--- config.mk ---
export PLATFORM = sky130hd
export DESIGN_NAME = branch_unit
export DESIGN_NICKNAME = d
export VERILOG_FILES = /design/src/logic/branch_pkg.sv /design/src/logic/branch_unit.sv /design/src/logic/bit_byte_store.sv
export VERILOG_INCLUDE_DIRS = /design/src /design/src/logic
export SDC_FILE = /design/constraint.sdc
export NUM_CORES = 2
export LEC_CHECK = 0
export ABC_CLOCK_PERIOD_IN_PS = 8800
export BUFFER_PORTS_ARGS = -buffer_cell sky130_fd_sc_hd__buf_2
export CAP_MARGIN = 40
export CORE_UTILIZATION = 55
export CTS_BUF_LIST = sky130_fd_sc_hd__clkbuf_8 sky130_fd_sc_hd__clkbuf_16
export CTS_CLUSTER_SIZE = 40
export DETAILED_ROUTE_END_ITERATION = 6
export PLACE_DENSITY_LB_ADDON = 0.15
export SKIP_CTS_REPAIR_TIMING = 1
export SLEW_MARGIN = 20
export SYNTH_ARGS = -nofsm -noshare
export SYNTH_HDL_FRONTEND = slang
export SYNTH_SLANG_ARGS = --single-unit
export TNS_END_PERCENT = 30
--- constraint.sdc ---
create_clock -name clk_sys_i -period 8.8 [get_ports clk_sys_i]
set_input_delay 2.64 -clock clk_sys_i [delete_from_list [all_inputs] [get_ports clk_sys_i]]
set_output_delay 2.64 -clock clk_sys_i [all_outputs]
set_load 0.05 [all_outputs]
--- src/logic/branch_defs.svh ---
// register offsets, field positions, reset values and encodings of the branch unit
// assumes a 32-bit APB slave with byte addresses and 8 address bits
`ifndef BRANCH_DEFS_SVH
`define BRANCH_DEFS_SVH

// ****************************************************************
// register offsets
// ****************************************************************
`define ADDR_OP       8'h00
`define ADDR_NEXT_PC  8'h04
`define ADDR_OPERAND  8'h08
`define ADDR_ACC_DATA_POINTER 8'h0C
`define ADDR_BIT_SEL  8'h10
`define ADDR_FLAGS    8'h14
`define ADDR_CMP      8'h18
`define ADDR_RESULT   8'h1C

// ****************************************************************
// fields
// ****************************************************************
`define OP_WIDE_BIT   5
`define SEL_MODE_LSB  11
`define FLAG_CARRY    0
`define FLAG_AUX      1
`define FLAG_OVF      2
`define FLAG_SIGN     3
`define FLAG_ZERO     4
`define RES_TAKEN     24
`define RES_LOC_ERR   25
`define RES_BLK_ERR   26
`define RES_BIT_VAL   27
`define RES_BUSY      31

// ****************************************************************
// reset values and address limits
// ****************************************************************
`define FLAGS_RESET   5'h00
`define LOC_RAM_LO    8'h20
`define LOC_RAM_HI    8'h7F
`define LOC_LEGACY_HI 8'h2F
`define REGION_CODE   8'hFF

// ****************************************************************
// bit selection modes and operation codes
// ****************************************************************
`define MODE_EXT_LOC  2'h0
`define MODE_LEG_NUM  2'h1
`define MODE_LEG_LOC  2'h2
`define OPC_REL       5'h00
`define OPC_ABS11     5'h01
`define OPC_LONG16    5'h02
`define OPC_EXT24     5'h03
`define OPC_WORD_IND  5'h04
`define OPC_ACC_DATA_POINTER  5'h05
`define OPC_JB        5'h06
`define OPC_JNB       5'h07
`define OPC_JBC       5'h08
`define OPC_SETB      5'h09
`define OPC_CLRB      5'h0A
`define OPC_CMP       5'h0B
`define OPC_JE        5'h0C
`define OPC_JNE       5'h0D
`define OPC_JG        5'h0E
`define OPC_JL        5'h0F
`define OPC_JGE       5'h10
`define OPC_JLE       5'h11
`define OPC_JSG       5'h12
`define OPC_JSL       5'h13
`define OPC_JUMP_SIGNED_GREATER_OR_SAME      5'h14
`define OPC_JUMP_SIGNED_LESSER_OR_SAME      5'h15

`endif

--- src/logic/branch_pkg.sv ---
// types shared by the branch and bit addressing unit
// assumes branch_defs.svh is on the include path
`include "branch_defs.svh"

package branch_pkg;

  typedef enum logic [4:0] {
    OP_REL       = `OPC_REL,
    OP_ABS11     = `OPC_ABS11,
    OP_LONG16    = `OPC_LONG16,
    OP_EXT24     = `OPC_EXT24,
    OP_WORD_IND  = `OPC_WORD_IND,
    OP_ACC_DATA_POINTER  = `OPC_ACC_DATA_POINTER,
    OP_JB        = `OPC_JB,
    OP_JNB       = `OPC_JNB,
    OP_JBC       = `OPC_JBC,
    OP_SETB      = `OPC_SETB,
    OP_CLRB      = `OPC_CLRB,
    OP_CMP       = `OPC_CMP,
    OP_JE        = `OPC_JE,
    OP_JNE       = `OPC_JNE,
    OP_JG        = `OPC_JG,
    OP_JL        = `OPC_JL,
    OP_JGE       = `OPC_JGE,
    OP_JLE       = `OPC_JLE,
    OP_JSG       = `OPC_JSG,
    OP_JSL       = `OPC_JSL,
    OP_JUMP_SIGNED_GREATER_OR_SAME      = `OPC_JUMP_SIGNED_GREATER_OR_SAME,
    OP_JUMP_SIGNED_LESSER_OR_SAME      = `OPC_JUMP_SIGNED_LESSER_OR_SAME
  } op_t;

  typedef enum logic [1:0] {
    S_IDLE,
    S_FETCH,
    S_EXEC
  } state_t;

endpackage : branch_pkg

--- src/logic/branch_unit.sv ---
// branch target and bit operand unit behind an APB register file
// assumes APB master on clk_sys_i; pc_target_o is picked up by the core on pc_load_o
//
// Decided for this implementation: the register addresses and register access over APB.
`timescale 1ns/1ns
`include "branch_defs.svh"

// Function
// - extended bit ops reach RAM bytes 20H-7FH and every SFR byte.
// - legacy location form limited to RAM 20H-2FH and SFRs ending 0H or 8H.
// - legacy numeric bit address 00H-7FH maps to 20H.0 through 2FH.7.
// - legacy numeric 80H-F8H maps onto bits of SFRs 80H, 88H ... F8H.
// - extended bit ops use location plus position, never a numeric bit address.
// - relative target is next address plus sign-extended 8-bit offset.
// - eleven-bit target replaces only low 11 bits of next address.
// - sixteen-bit target replaces only low 16 bits, keeps upper eight.
// - twentyfour-bit target loads all 24 program counter bits.
// - word register indirect loads 16-bit value, keeps upper eight bits.
// - accumulator plus data pointer sum goes low, upper byte forced FFH.
// - conditional jumps are relative and must stay in current 256-byte block.
// - jump on set bit, on clear bit; jump-and-clear jumps then clears.
// - compare jumps read current flags of both status words.
// - six relations, ordering ones in signed and unsigned variants.
// - compare computes difference unstored, updates carry, ovf, sign, zero; aux on byte compares only.
module branch_unit (
  input  wire logic        clk_sys_i,
  input  wire logic        rst_n_i,
  input  wire logic [7:0]  paddr_i,
  input  wire logic        psel_i,
  input  wire logic        penable_i,
  input  wire logic        pwrite_i,
  input  wire logic [31:0] pwdata_i,
  output logic      [31:0] prdata_o,
  output logic             pready_o,
  output logic             pslverr_o,
  output logic             pc_load_o,
  output logic      [23:0] pc_target_o,
  output logic             branch_taken_o
);

  // ****************************************************************
  // reset release
  // ****************************************************************
  logic rst_meta_reg;
  logic rst_sync_reg;

  always_ff @(posedge clk_sys_i or negedge rst_n_i) begin
    if (!rst_n_i) begin
      rst_meta_reg <= 1'b0;
      rst_sync_reg <= 1'b0;
    end else begin
      rst_meta_reg <= 1'b1;
      rst_sync_reg <= rst_meta_reg;
    end
  end

  // ****************************************************************
  // registers
  // ****************************************************************
  branch_pkg::state_t state_reg;
  logic [5:0]  op_reg;
  logic [23:0] next_pc_reg;
  logic [23:0] operand_reg;
  logic [7:0]  acc_reg;
  logic [15:0] data_pointer_reg;
  logic [12:0] bit_sel_reg;
  logic [4:0]  flags_reg;
  logic [4:0]  flags_next;
  logic [31:0] cmp_reg;
  logic        loc_err_reg;
  logic        block_err_reg;
  logic        bit_val_reg;

  // ****************************************************************
  // APB decode
  // ****************************************************************
  wire setup_phase = psel_i & ~penable_i;
  wire idle        = (state_reg == branch_pkg::S_IDLE);
  wire wr_take     = psel_i & penable_i & pwrite_i & pready_o & idle;
  wire hit_op      = (paddr_i == `ADDR_OP);
  wire hit_pc      = (paddr_i == `ADDR_NEXT_PC);
  wire hit_operand = (paddr_i == `ADDR_OPERAND);
  wire hit_accdp   = (paddr_i == `ADDR_ACC_DATA_POINTER);
  wire hit_sel     = (paddr_i == `ADDR_BIT_SEL);
  wire hit_flags   = (paddr_i == `ADDR_FLAGS);
  wire hit_cmp     = (paddr_i == `ADDR_CMP);
  wire hit_result  = (paddr_i == `ADDR_RESULT);
  wire hit_any     = hit_op | hit_pc | hit_operand | hit_accdp | hit_sel | hit_flags
                   | hit_cmp | hit_result;
  wire go          = wr_take & hit_op;
  wire [31:0] result_word = {~idle, 3'h0, bit_val_reg, block_err_reg, loc_err_reg,
                             branch_taken_o, pc_target_o};
  wire [31:0] rd_mux =
      hit_op      ? {26'h0, op_reg} :
      hit_pc      ? {8'h00, next_pc_reg} :
      hit_operand ? {8'h00, operand_reg} :
      hit_accdp   ? {8'h00, data_pointer_reg, acc_reg} :
      hit_sel     ? {19'h0, bit_sel_reg} :
      hit_flags   ? {27'h0, flags_reg} :
      hit_cmp     ? cmp_reg :
      hit_result  ? result_word : 32'h0000_0000;

  always_ff @(posedge clk_sys_i or negedge rst_sync_reg) begin
    if (!rst_sync_reg) begin
      prdata_o  <= 32'h0000_0000;
      pready_o  <= 1'b0;
      pslverr_o <= 1'b0;
    end else begin
      pready_o  <= 1'b1;
      pslverr_o <= setup_phase & ~hit_any;
      if (setup_phase) begin
        prdata_o <= rd_mux;
      end
    end
  end

  // ****************************************************************
  // bit operand location
  // ****************************************************************
  wire [1:0] sel_mode  = bit_sel_reg[12:11];
  wire [7:0] sel_loc   = bit_sel_reg[7:0];
  wire [2:0] sel_pos   = bit_sel_reg[10:8];
  wire       in_ram    = (sel_loc >= `LOC_RAM_LO) & (sel_loc <= `LOC_RAM_HI);
  wire       in_ram_lg = (sel_loc >= `LOC_RAM_LO) & (sel_loc <= `LOC_LEGACY_HI);
  wire       sfr_row   = sel_loc[7] & (sel_loc[2:0] == 3'h0);
  // numeric form: low half walks the RAM bytes, high half picks row SFRs
  wire [7:0] num_byte  = sel_loc[7] ? {sel_loc[7:3], 3'h0}
                                    : (`LOC_RAM_LO + {4'h0, sel_loc[6:3]});
  wire       is_num    = (sel_mode == `MODE_LEG_NUM);
  wire [7:0] byte_loc  = is_num ? num_byte : sel_loc;
  wire [2:0] bit_pos   = is_num ? sel_loc[2:0] : sel_pos;
  wire       loc_ok    = (sel_mode == `MODE_EXT_LOC) ? (in_ram | sel_loc[7])
                       : (sel_mode == `MODE_LEG_LOC) ? (in_ram_lg | sfr_row)
                       : is_num;

  // ****************************************************************
  // target arithmetic
  // ****************************************************************
  branch_pkg::op_t op_code;
  assign op_code = branch_pkg::op_t'(op_reg[4:0]);
  wire        wide       = op_reg[`OP_WIDE_BIT];
  wire [23:0] rel_sext   = {{16{operand_reg[7]}}, operand_reg[7:0]};
  wire [23:0] rel_target = next_pc_reg + rel_sext;
  wire [23:0] t_eleven   = {next_pc_reg[23:11], operand_reg[10:0]};
  wire [23:0] t_sixteen  = {next_pc_reg[23:16], operand_reg[15:0]};
  wire [15:0] dp_sum     = data_pointer_reg + {8'h00, acc_reg};
  wire [23:0] t_acc_dp   = {`REGION_CODE, dp_sum};
  wire        is_cond    = (op_code == branch_pkg::OP_JB) | (op_code == branch_pkg::OP_JNB)
                         | (op_code == branch_pkg::OP_JBC)
                         | ((op_reg[4:0] >= `OPC_JE) & (op_reg[4:0] <= `OPC_JUMP_SIGNED_LESSER_OR_SAME));
  wire        block_err  = is_cond & (rel_target[23:8] != next_pc_reg[23:8]);
  wire        is_bit_op  = (op_reg[4:0] >= `OPC_JB) & (op_reg[4:0] <= `OPC_CLRB);

  // ****************************************************************
  // compare and flag conditions
  // ****************************************************************
  wire [15:0] cmp_a   = cmp_reg[15:0];
  wire [15:0] cmp_b   = cmp_reg[31:16];
  wire [16:0] diff16  = {1'b0, cmp_a} - {1'b0, cmp_b};
  wire [8:0]  diff8   = {1'b0, cmp_a[7:0]} - {1'b0, cmp_b[7:0]};
  wire [4:0]  diff4   = {1'b0, cmp_a[3:0]} - {1'b0, cmp_b[3:0]};
  wire        c_carry = wide ? diff16[16] : diff8[8];
  wire        c_sign  = wide ? diff16[15] : diff8[7];
  wire        c_zero  = wide ? (diff16[15:0] == 16'h0000) : (diff8[7:0] == 8'h00);
  wire        c_ovf   = wide ? ((cmp_a[15] ^ cmp_b[15]) & (cmp_a[15] ^ diff16[15]))
                             : ((cmp_a[7] ^ cmp_b[7]) & (cmp_a[7] ^ diff8[7]));
  // aux carry only follows byte compares
  wire        c_aux   = wide ? flags_reg[`FLAG_AUX] : diff4[4];
  wire        f_cy    = flags_reg[`FLAG_CARRY];
  wire        f_z     = flags_reg[`FLAG_ZERO];
  wire        f_lt    = flags_reg[`FLAG_SIGN] ^ flags_reg[`FLAG_OVF];
  logic [7:0] store_rd;
  wire        bit_now = store_rd[bit_pos];

  logic       cond_hit;
  logic [23:0] target_calc;

  always_comb begin
    cond_hit    = 1'b0;
    target_calc = rel_target;
    case (op_code)
      branch_pkg::OP_REL:      cond_hit = 1'b1;
      branch_pkg::OP_ABS11:    begin cond_hit = 1'b1; target_calc = t_eleven; end
      branch_pkg::OP_LONG16,
      branch_pkg::OP_WORD_IND: begin cond_hit = 1'b1; target_calc = t_sixteen; end
      branch_pkg::OP_EXT24:    begin cond_hit = 1'b1; target_calc = operand_reg; end
      branch_pkg::OP_ACC_DATA_POINTER: begin cond_hit = 1'b1; target_calc = t_acc_dp; end
      branch_pkg::OP_JB,
      branch_pkg::OP_JBC:      cond_hit = bit_now & loc_ok;
      branch_pkg::OP_JNB:      cond_hit = ~bit_now & loc_ok;
      branch_pkg::OP_JE:       cond_hit = f_z;
      branch_pkg::OP_JNE:      cond_hit = ~f_z;
      branch_pkg::OP_JG:       cond_hit = ~f_cy & ~f_z;
      branch_pkg::OP_JL:       cond_hit = f_cy;
      branch_pkg::OP_JGE:      cond_hit = ~f_cy;
      branch_pkg::OP_JLE:      cond_hit = f_cy | f_z;
      branch_pkg::OP_JSG:      cond_hit = ~f_z & ~f_lt;
      branch_pkg::OP_JSL:      cond_hit = f_lt;
      branch_pkg::OP_JUMP_SIGNED_GREATER_OR_SAME:     cond_hit = ~f_lt;
      branch_pkg::OP_JUMP_SIGNED_LESSER_OR_SAME:     cond_hit = f_z | f_lt;
      default:                 begin cond_hit = 1'b0; target_calc = next_pc_reg; end
    endcase
  end

  wire taken_calc = cond_hit & ~block_err;

  // ****************************************************************
  // bit store and read-modify-write
  // ****************************************************************
  wire       exec      = (state_reg == branch_pkg::S_EXEC);
  wire       bit_clear = (op_code == branch_pkg::OP_CLRB) | ((op_code == branch_pkg::OP_JBC)
                       & taken_calc);
  wire       bit_set   = (op_code == branch_pkg::OP_SETB);
  wire       store_we  = exec & loc_ok & (bit_clear | bit_set);
  wire [7:0] pos_mask  = 8'h01 << bit_pos;
  wire [7:0] store_wd  = bit_set ? (store_rd | pos_mask) : (store_rd & ~pos_mask);

  bit_byte_store u_store (
    .clk_i     (clk_sys_i),
    .rst_n_i   (rst_sync_reg),
    .addr_i    (byte_loc),
    .wr_en_i   (store_we),
    .wr_data_i (store_wd),
    .rd_data_o (store_rd)
  );

  // ****************************************************************
  // sequencing: fetch the operand byte, then execute
  // ****************************************************************
  always_ff @(posedge clk_sys_i or negedge rst_sync_reg) begin
    if (!rst_sync_reg) begin
      state_reg <= branch_pkg::S_IDLE;
    end else begin
      case (state_reg)
        branch_pkg::S_IDLE:  state_reg <= go ? branch_pkg::S_FETCH : branch_pkg::S_IDLE;
        branch_pkg::S_FETCH: state_reg <= branch_pkg::S_EXEC;
        branch_pkg::S_EXEC:  state_reg <= branch_pkg::S_IDLE;
        default:             state_reg <= branch_pkg::S_IDLE;
      endcase
    end
  end

  // compare writes four flags, plus aux on byte compares; the difference itself is dropped
  assign flags_next = (exec & (op_code == branch_pkg::OP_CMP))
                    ? {c_zero, c_sign, c_ovf, c_aux, c_carry}
                    : (wr_take & hit_flags) ? pwdata_i[4:0] : flags_reg;

  always_ff @(posedge clk_sys_i or negedge rst_sync_reg) begin
    if (!rst_sync_reg) begin
      op_reg      <= 6'h00;
      next_pc_reg <= 24'h00_0000;
      operand_reg <= 24'h00_0000;
      acc_reg     <= 8'h00;
      data_pointer_reg    <= 16'h0000;
      bit_sel_reg <= 13'h0000;
      cmp_reg     <= 32'h0000_0000;
      flags_reg   <= `FLAGS_RESET;
    end else begin
      flags_reg <= flags_next;
      if (go)                 op_reg      <= pwdata_i[5:0];
      if (wr_take & hit_pc)   next_pc_reg <= pwdata_i[23:0];
      if (wr_take & hit_operand) operand_reg <= pwdata_i[23:0];
      if (wr_take & hit_accdp) begin
        acc_reg  <= pwdata_i[7:0];
        data_pointer_reg <= pwdata_i[23:8];
      end
      if (wr_take & hit_sel)  bit_sel_reg <= pwdata_i[12:0];
      if (wr_take & hit_cmp)  cmp_reg     <= pwdata_i;
    end
  end

  always_ff @(posedge clk_sys_i or negedge rst_sync_reg) begin
    if (!rst_sync_reg) begin
      pc_load_o      <= 1'b0;
      pc_target_o    <= 24'h00_0000;
      branch_taken_o <= 1'b0;
      loc_err_reg    <= 1'b0;
      block_err_reg  <= 1'b0;
      bit_val_reg    <= 1'b0;
    end else begin
      pc_load_o <= exec & taken_calc;
      if (exec) begin
        pc_target_o    <= taken_calc ? target_calc : next_pc_reg;
        branch_taken_o <= taken_calc;
        loc_err_reg    <= is_bit_op & ~loc_ok;
        block_err_reg  <= block_err;
        bit_val_reg    <= bit_now;
      end
    end
  end

  wire [23:0] next_pc_keep = next_pc_reg;
  wire        cmp_equal    = wide ? (cmp_a == cmp_b) : (cmp_a[7:0] == cmp_b[7:0]);
endmodule : branch_unit

--- src/logic/bit_byte_store.sv ---
// byte store for bit-addressable RAM (20H-7FH) and SFR space (80H-FFH)
// assumes one access per cycle; read data registered, write wins the array
`timescale 1ns/1ns

module bit_byte_store (
  input  wire logic       clk_i,
  input  wire logic       rst_n_i,
  input  wire logic [7:0] addr_i,
  input  wire logic       wr_en_i,
  input  wire logic [7:0] wr_data_i,
  output logic      [7:0] rd_data_o
);

  logic [7:0] mem [0:255];

  always_ff @(posedge clk_i) begin
    if (wr_en_i) begin
      mem[addr_i] <= wr_data_i;
    end
  end

  always_ff @(posedge clk_i or negedge rst_n_i) begin
    if (!rst_n_i) begin
      rd_data_o <= 8'h00;
    end else begin
      rd_data_o <= mem[addr_i];
    end
  end

endmodule : bit_byte_store

==> reports/metrics.yaml <==
regToRegSetupSlack_ns: 2.66
area_delta_synth_final_pct: 14.5
num_vias: 66500
powerDensity_mw_per_mm2: 208
synth_simple_gate_area_share_pct: 15.3
met2_usage_pct: 47.8
rr_worst_depth: 16
worstHoldPathType: "flop to async pin"
status: "finished clean"
syn_inst: 7623
hold_ws_ns: 0.140
dr.first_iter.drc_count: 8935
routabilityCongestion: 0.931
crit_type: "flop to flop"
cts_buffer_depth: 3
crit_start: "operand_reg[0]"
grt.busiest_layer: "met2"
grt_util_met1_pct: 44.5
critPathLaunchType: "flop"
synth_top_family_by_area: "simple AND/OR/NAND/NOR gates"
end_kind: "flop"
first_global_vias: 63000
die_w_um: 419
skew_ns: 0.0317
place_ws_ns: 2.46
min_period_over_period_pct: 69.8
dp.cells: 9965
synth_seq_cells: 2251
wl_per_cell_um: 26.5
yosysWarnings: 0
avgSynthCellArea_um2: 12.6
rows: 152
rsz0062_at_grt: "false"
synth-edff-count: 2048
crit_chain: "ha_1 -> inv_1 -> fa_1 -> nand2b_1 -> a21oi_1 -> o21ai_1 -> a31oi_1 -> xnor2_1 -> or4_1 -> nor4_1 -> nand2_1 -> a21oi_4 -> buf_4 -> nor3_4 -> buf_12 -> nor4_2"
critPathCapture: "u_store.mem[60][7]"
post_layout_nonfiller_instances: 10500
met3_usage_pct: 5.76
portBuffers: 104
seq_area_frac_synth_pct: 69.5
slowest_stage: "nor4_2"
antenna_found_initial: 7
firstDrtPassIters: 6
reg2reg_from: "operand_reg[0]"
max_slew.worst_pin.slew_ns: 1.08
synth_top_area_share_pct: 64.2
setup_violations: 0
n_fill_cell: 12900
max_slew_margin_pct: 28.1
detail-route-antenna-nets: 0
drc: 0
reg2reg_to: "u_store.mem[60][7]"
hold_viol: 0
synthTopCellsByArea: "edfxtp_1 (64%), nand2_1 (7.8%), dfrtp_1 (5.3%), a311oi_1 (3.8%), nand3_1 (2.7%)"
crit_family: "simple AND/OR/NAND/NOR gates"
ir_drop_mv: 0.200
finalCriticalPeriod_ns: 6.14
synth.distinct_cells: 83
start_util_pct: 55.6
fin_ws_ns: 2.66
seqCellArea_mm2: 0.0666
vias_per_cell: 6.35
yosys_most_used_dff: "edfxtp_1"
numCtsBuffers: 224
die_height_um: 419
io_pins: 105
cp.depth: 16
grt_max_degree: 199
hpwl_mm: 164
max-cap-violations: 0
cpPeakStageDelay_ns: 0.91
tritoncts: "yes"
grt.total_usage_pct: 31.4
insertion_delay_ns: 0.88
clkSinkCount: 2251
yosysTopAreaCell: "edfxtp_1"
fin_tns_setup_ns: 0
core-area_mm2: 0.172
clock_tree.root_cell: "clkbuf_16"
finalWirelength_mm: 278
syn-cell-area_mm2: 0.0957
async_reset_ff_share_pct: 9.02
critPathRequiredTime_ns: 9.28
largest_reg_flops: 2048
maxSlewViolCount: 0
grt_overflow: 0
crit_fanout: 111
multiInputGateArea_mm2: 0.0286
htree_levels: 4
arrival_ns: 6.62
fin_nets: 8050
synth-adder-area-share_pct: 0.677
fmax_ghz: 0.163
crit_buf_inv: 3
p_leak_nw: 38.8
die-area_mm2: 0.176
clk_pin_slew_worst_paths_ns: 0.06
synthXorXnorAreaFrac_pct: 0.734
drive_above_1_share_pct: 13.6
synth_compound_area_share_pct: 8.73
grt_pass1_wl_mm: 409
synth.mux.area_fraction_pct: 2.41
[metal layers]
layer  share of wire (%)  up-vias
met4                 4.5       12
met2                  45     3943
met5               0.039        -
met3                  11      657
met1                  40    32700
li1                    -    29100
[how the worst min path moves through the flow]
stage	startpoint	end	slack (ns)	cells after the start
after global placement	rst_meta_reg	rst_sync_reg	0.34	0
after detailed placement	rst_meta_reg	rst_sync_reg	0.35	0
final	rst_sync_reg	pc_target_o[20]	0.14	0
after CTS	rst_meta_reg	rst_sync_reg	0.38	0
after global routing	rst_sync_reg	next_pc_keep[20]	0.15	0
after floorplan	rst_meta_reg	rst_sync_reg	0.33	0
[placed cells by master (no fill, tap or decap), types with 128 or more instances in the layout]
master / instances
and3_1: 161
edfxtp_1: 2048
nand3_1: 521
a21oi_1: 153
buf_4: 212
conb_1: 258
nor2b_1: 128
dfrtp_1: 202
a311oi_1: 414
buf_2: 146
nand2_1: 1994
clkbuf_16: 228
[cell families after synthesis]
logic type / after synthesis
AND/OR/NAND/NOR: 3293
flip-flops: 2251
AO/OA/AOI/OAI: 1135
buffers and inverters: 637
multiplexers: 188
XOR/XNOR: 67
adder cells (fa/ha/maj): 50
other: 2
[cell usage after synthesis, drive strengths merged, types with 117 or more instances]
master  instances
a211oi        117
nor2b         129
nor4          237
and3          161
edfxtp       2048
dfrtp         203
o21ai         139
nand2        1997
a21oi         156
nand3         521
clkbuf        369
a311oi        414
buf           229
mux2          131
[per-stage QoR]
| stage | instance area, um^2 | power [W] | utilization (%) |
|---|---|---|---|
| floorplan | 96700 | 0.0128 | - |
| detailed placement | 101000 | 0.0133 | 58.9 |
| global route | 110000 | 0.0234 | 63.6 |
| CTS | 109000 | 0.0229 | 63.3 |
| finish | 110000 | 0.0229 | 63.6 |
| global placement | 101000 | 0.0132 | 58.5 |
[power breakdown]
group	leakage [nW]	switching [W]	internal, W	total [W]
sequential	21.3	0.0000416	0.0120	0.0121
clock	3.83	0.00416	0.00561	0.00977
combinational	13.6	0.000803	0.000196	0.000999
[final cells by class]
cell class / count / area share [%]
inverter: 39 / 0.134
multi-input combinational: 4991 / 26.1
timing repair buffer: 448 / 3.49
clock inverter: 194 / 1.68
antenna: 3 / 0.00685
clock buffer: 232 / 5.25
tap: 2310 / 2.64
sequential: 2251 / 60.7
[worst register-to-register path: cells and delay by family (launching register included)]
| family | cells | cell delay, ns |
|---|---|---|
| compound gates | 4 | 1.20 |
| xor+xnor | 1 | 0.11 |
| fa+ha+maj | 2 | 0.67 |
| buf+inv | 3 | 0.86 |
| flops | 1 | 0.39 |
| simple gates | 6 | 2.53 |
(Power assumes the default switching activity.)
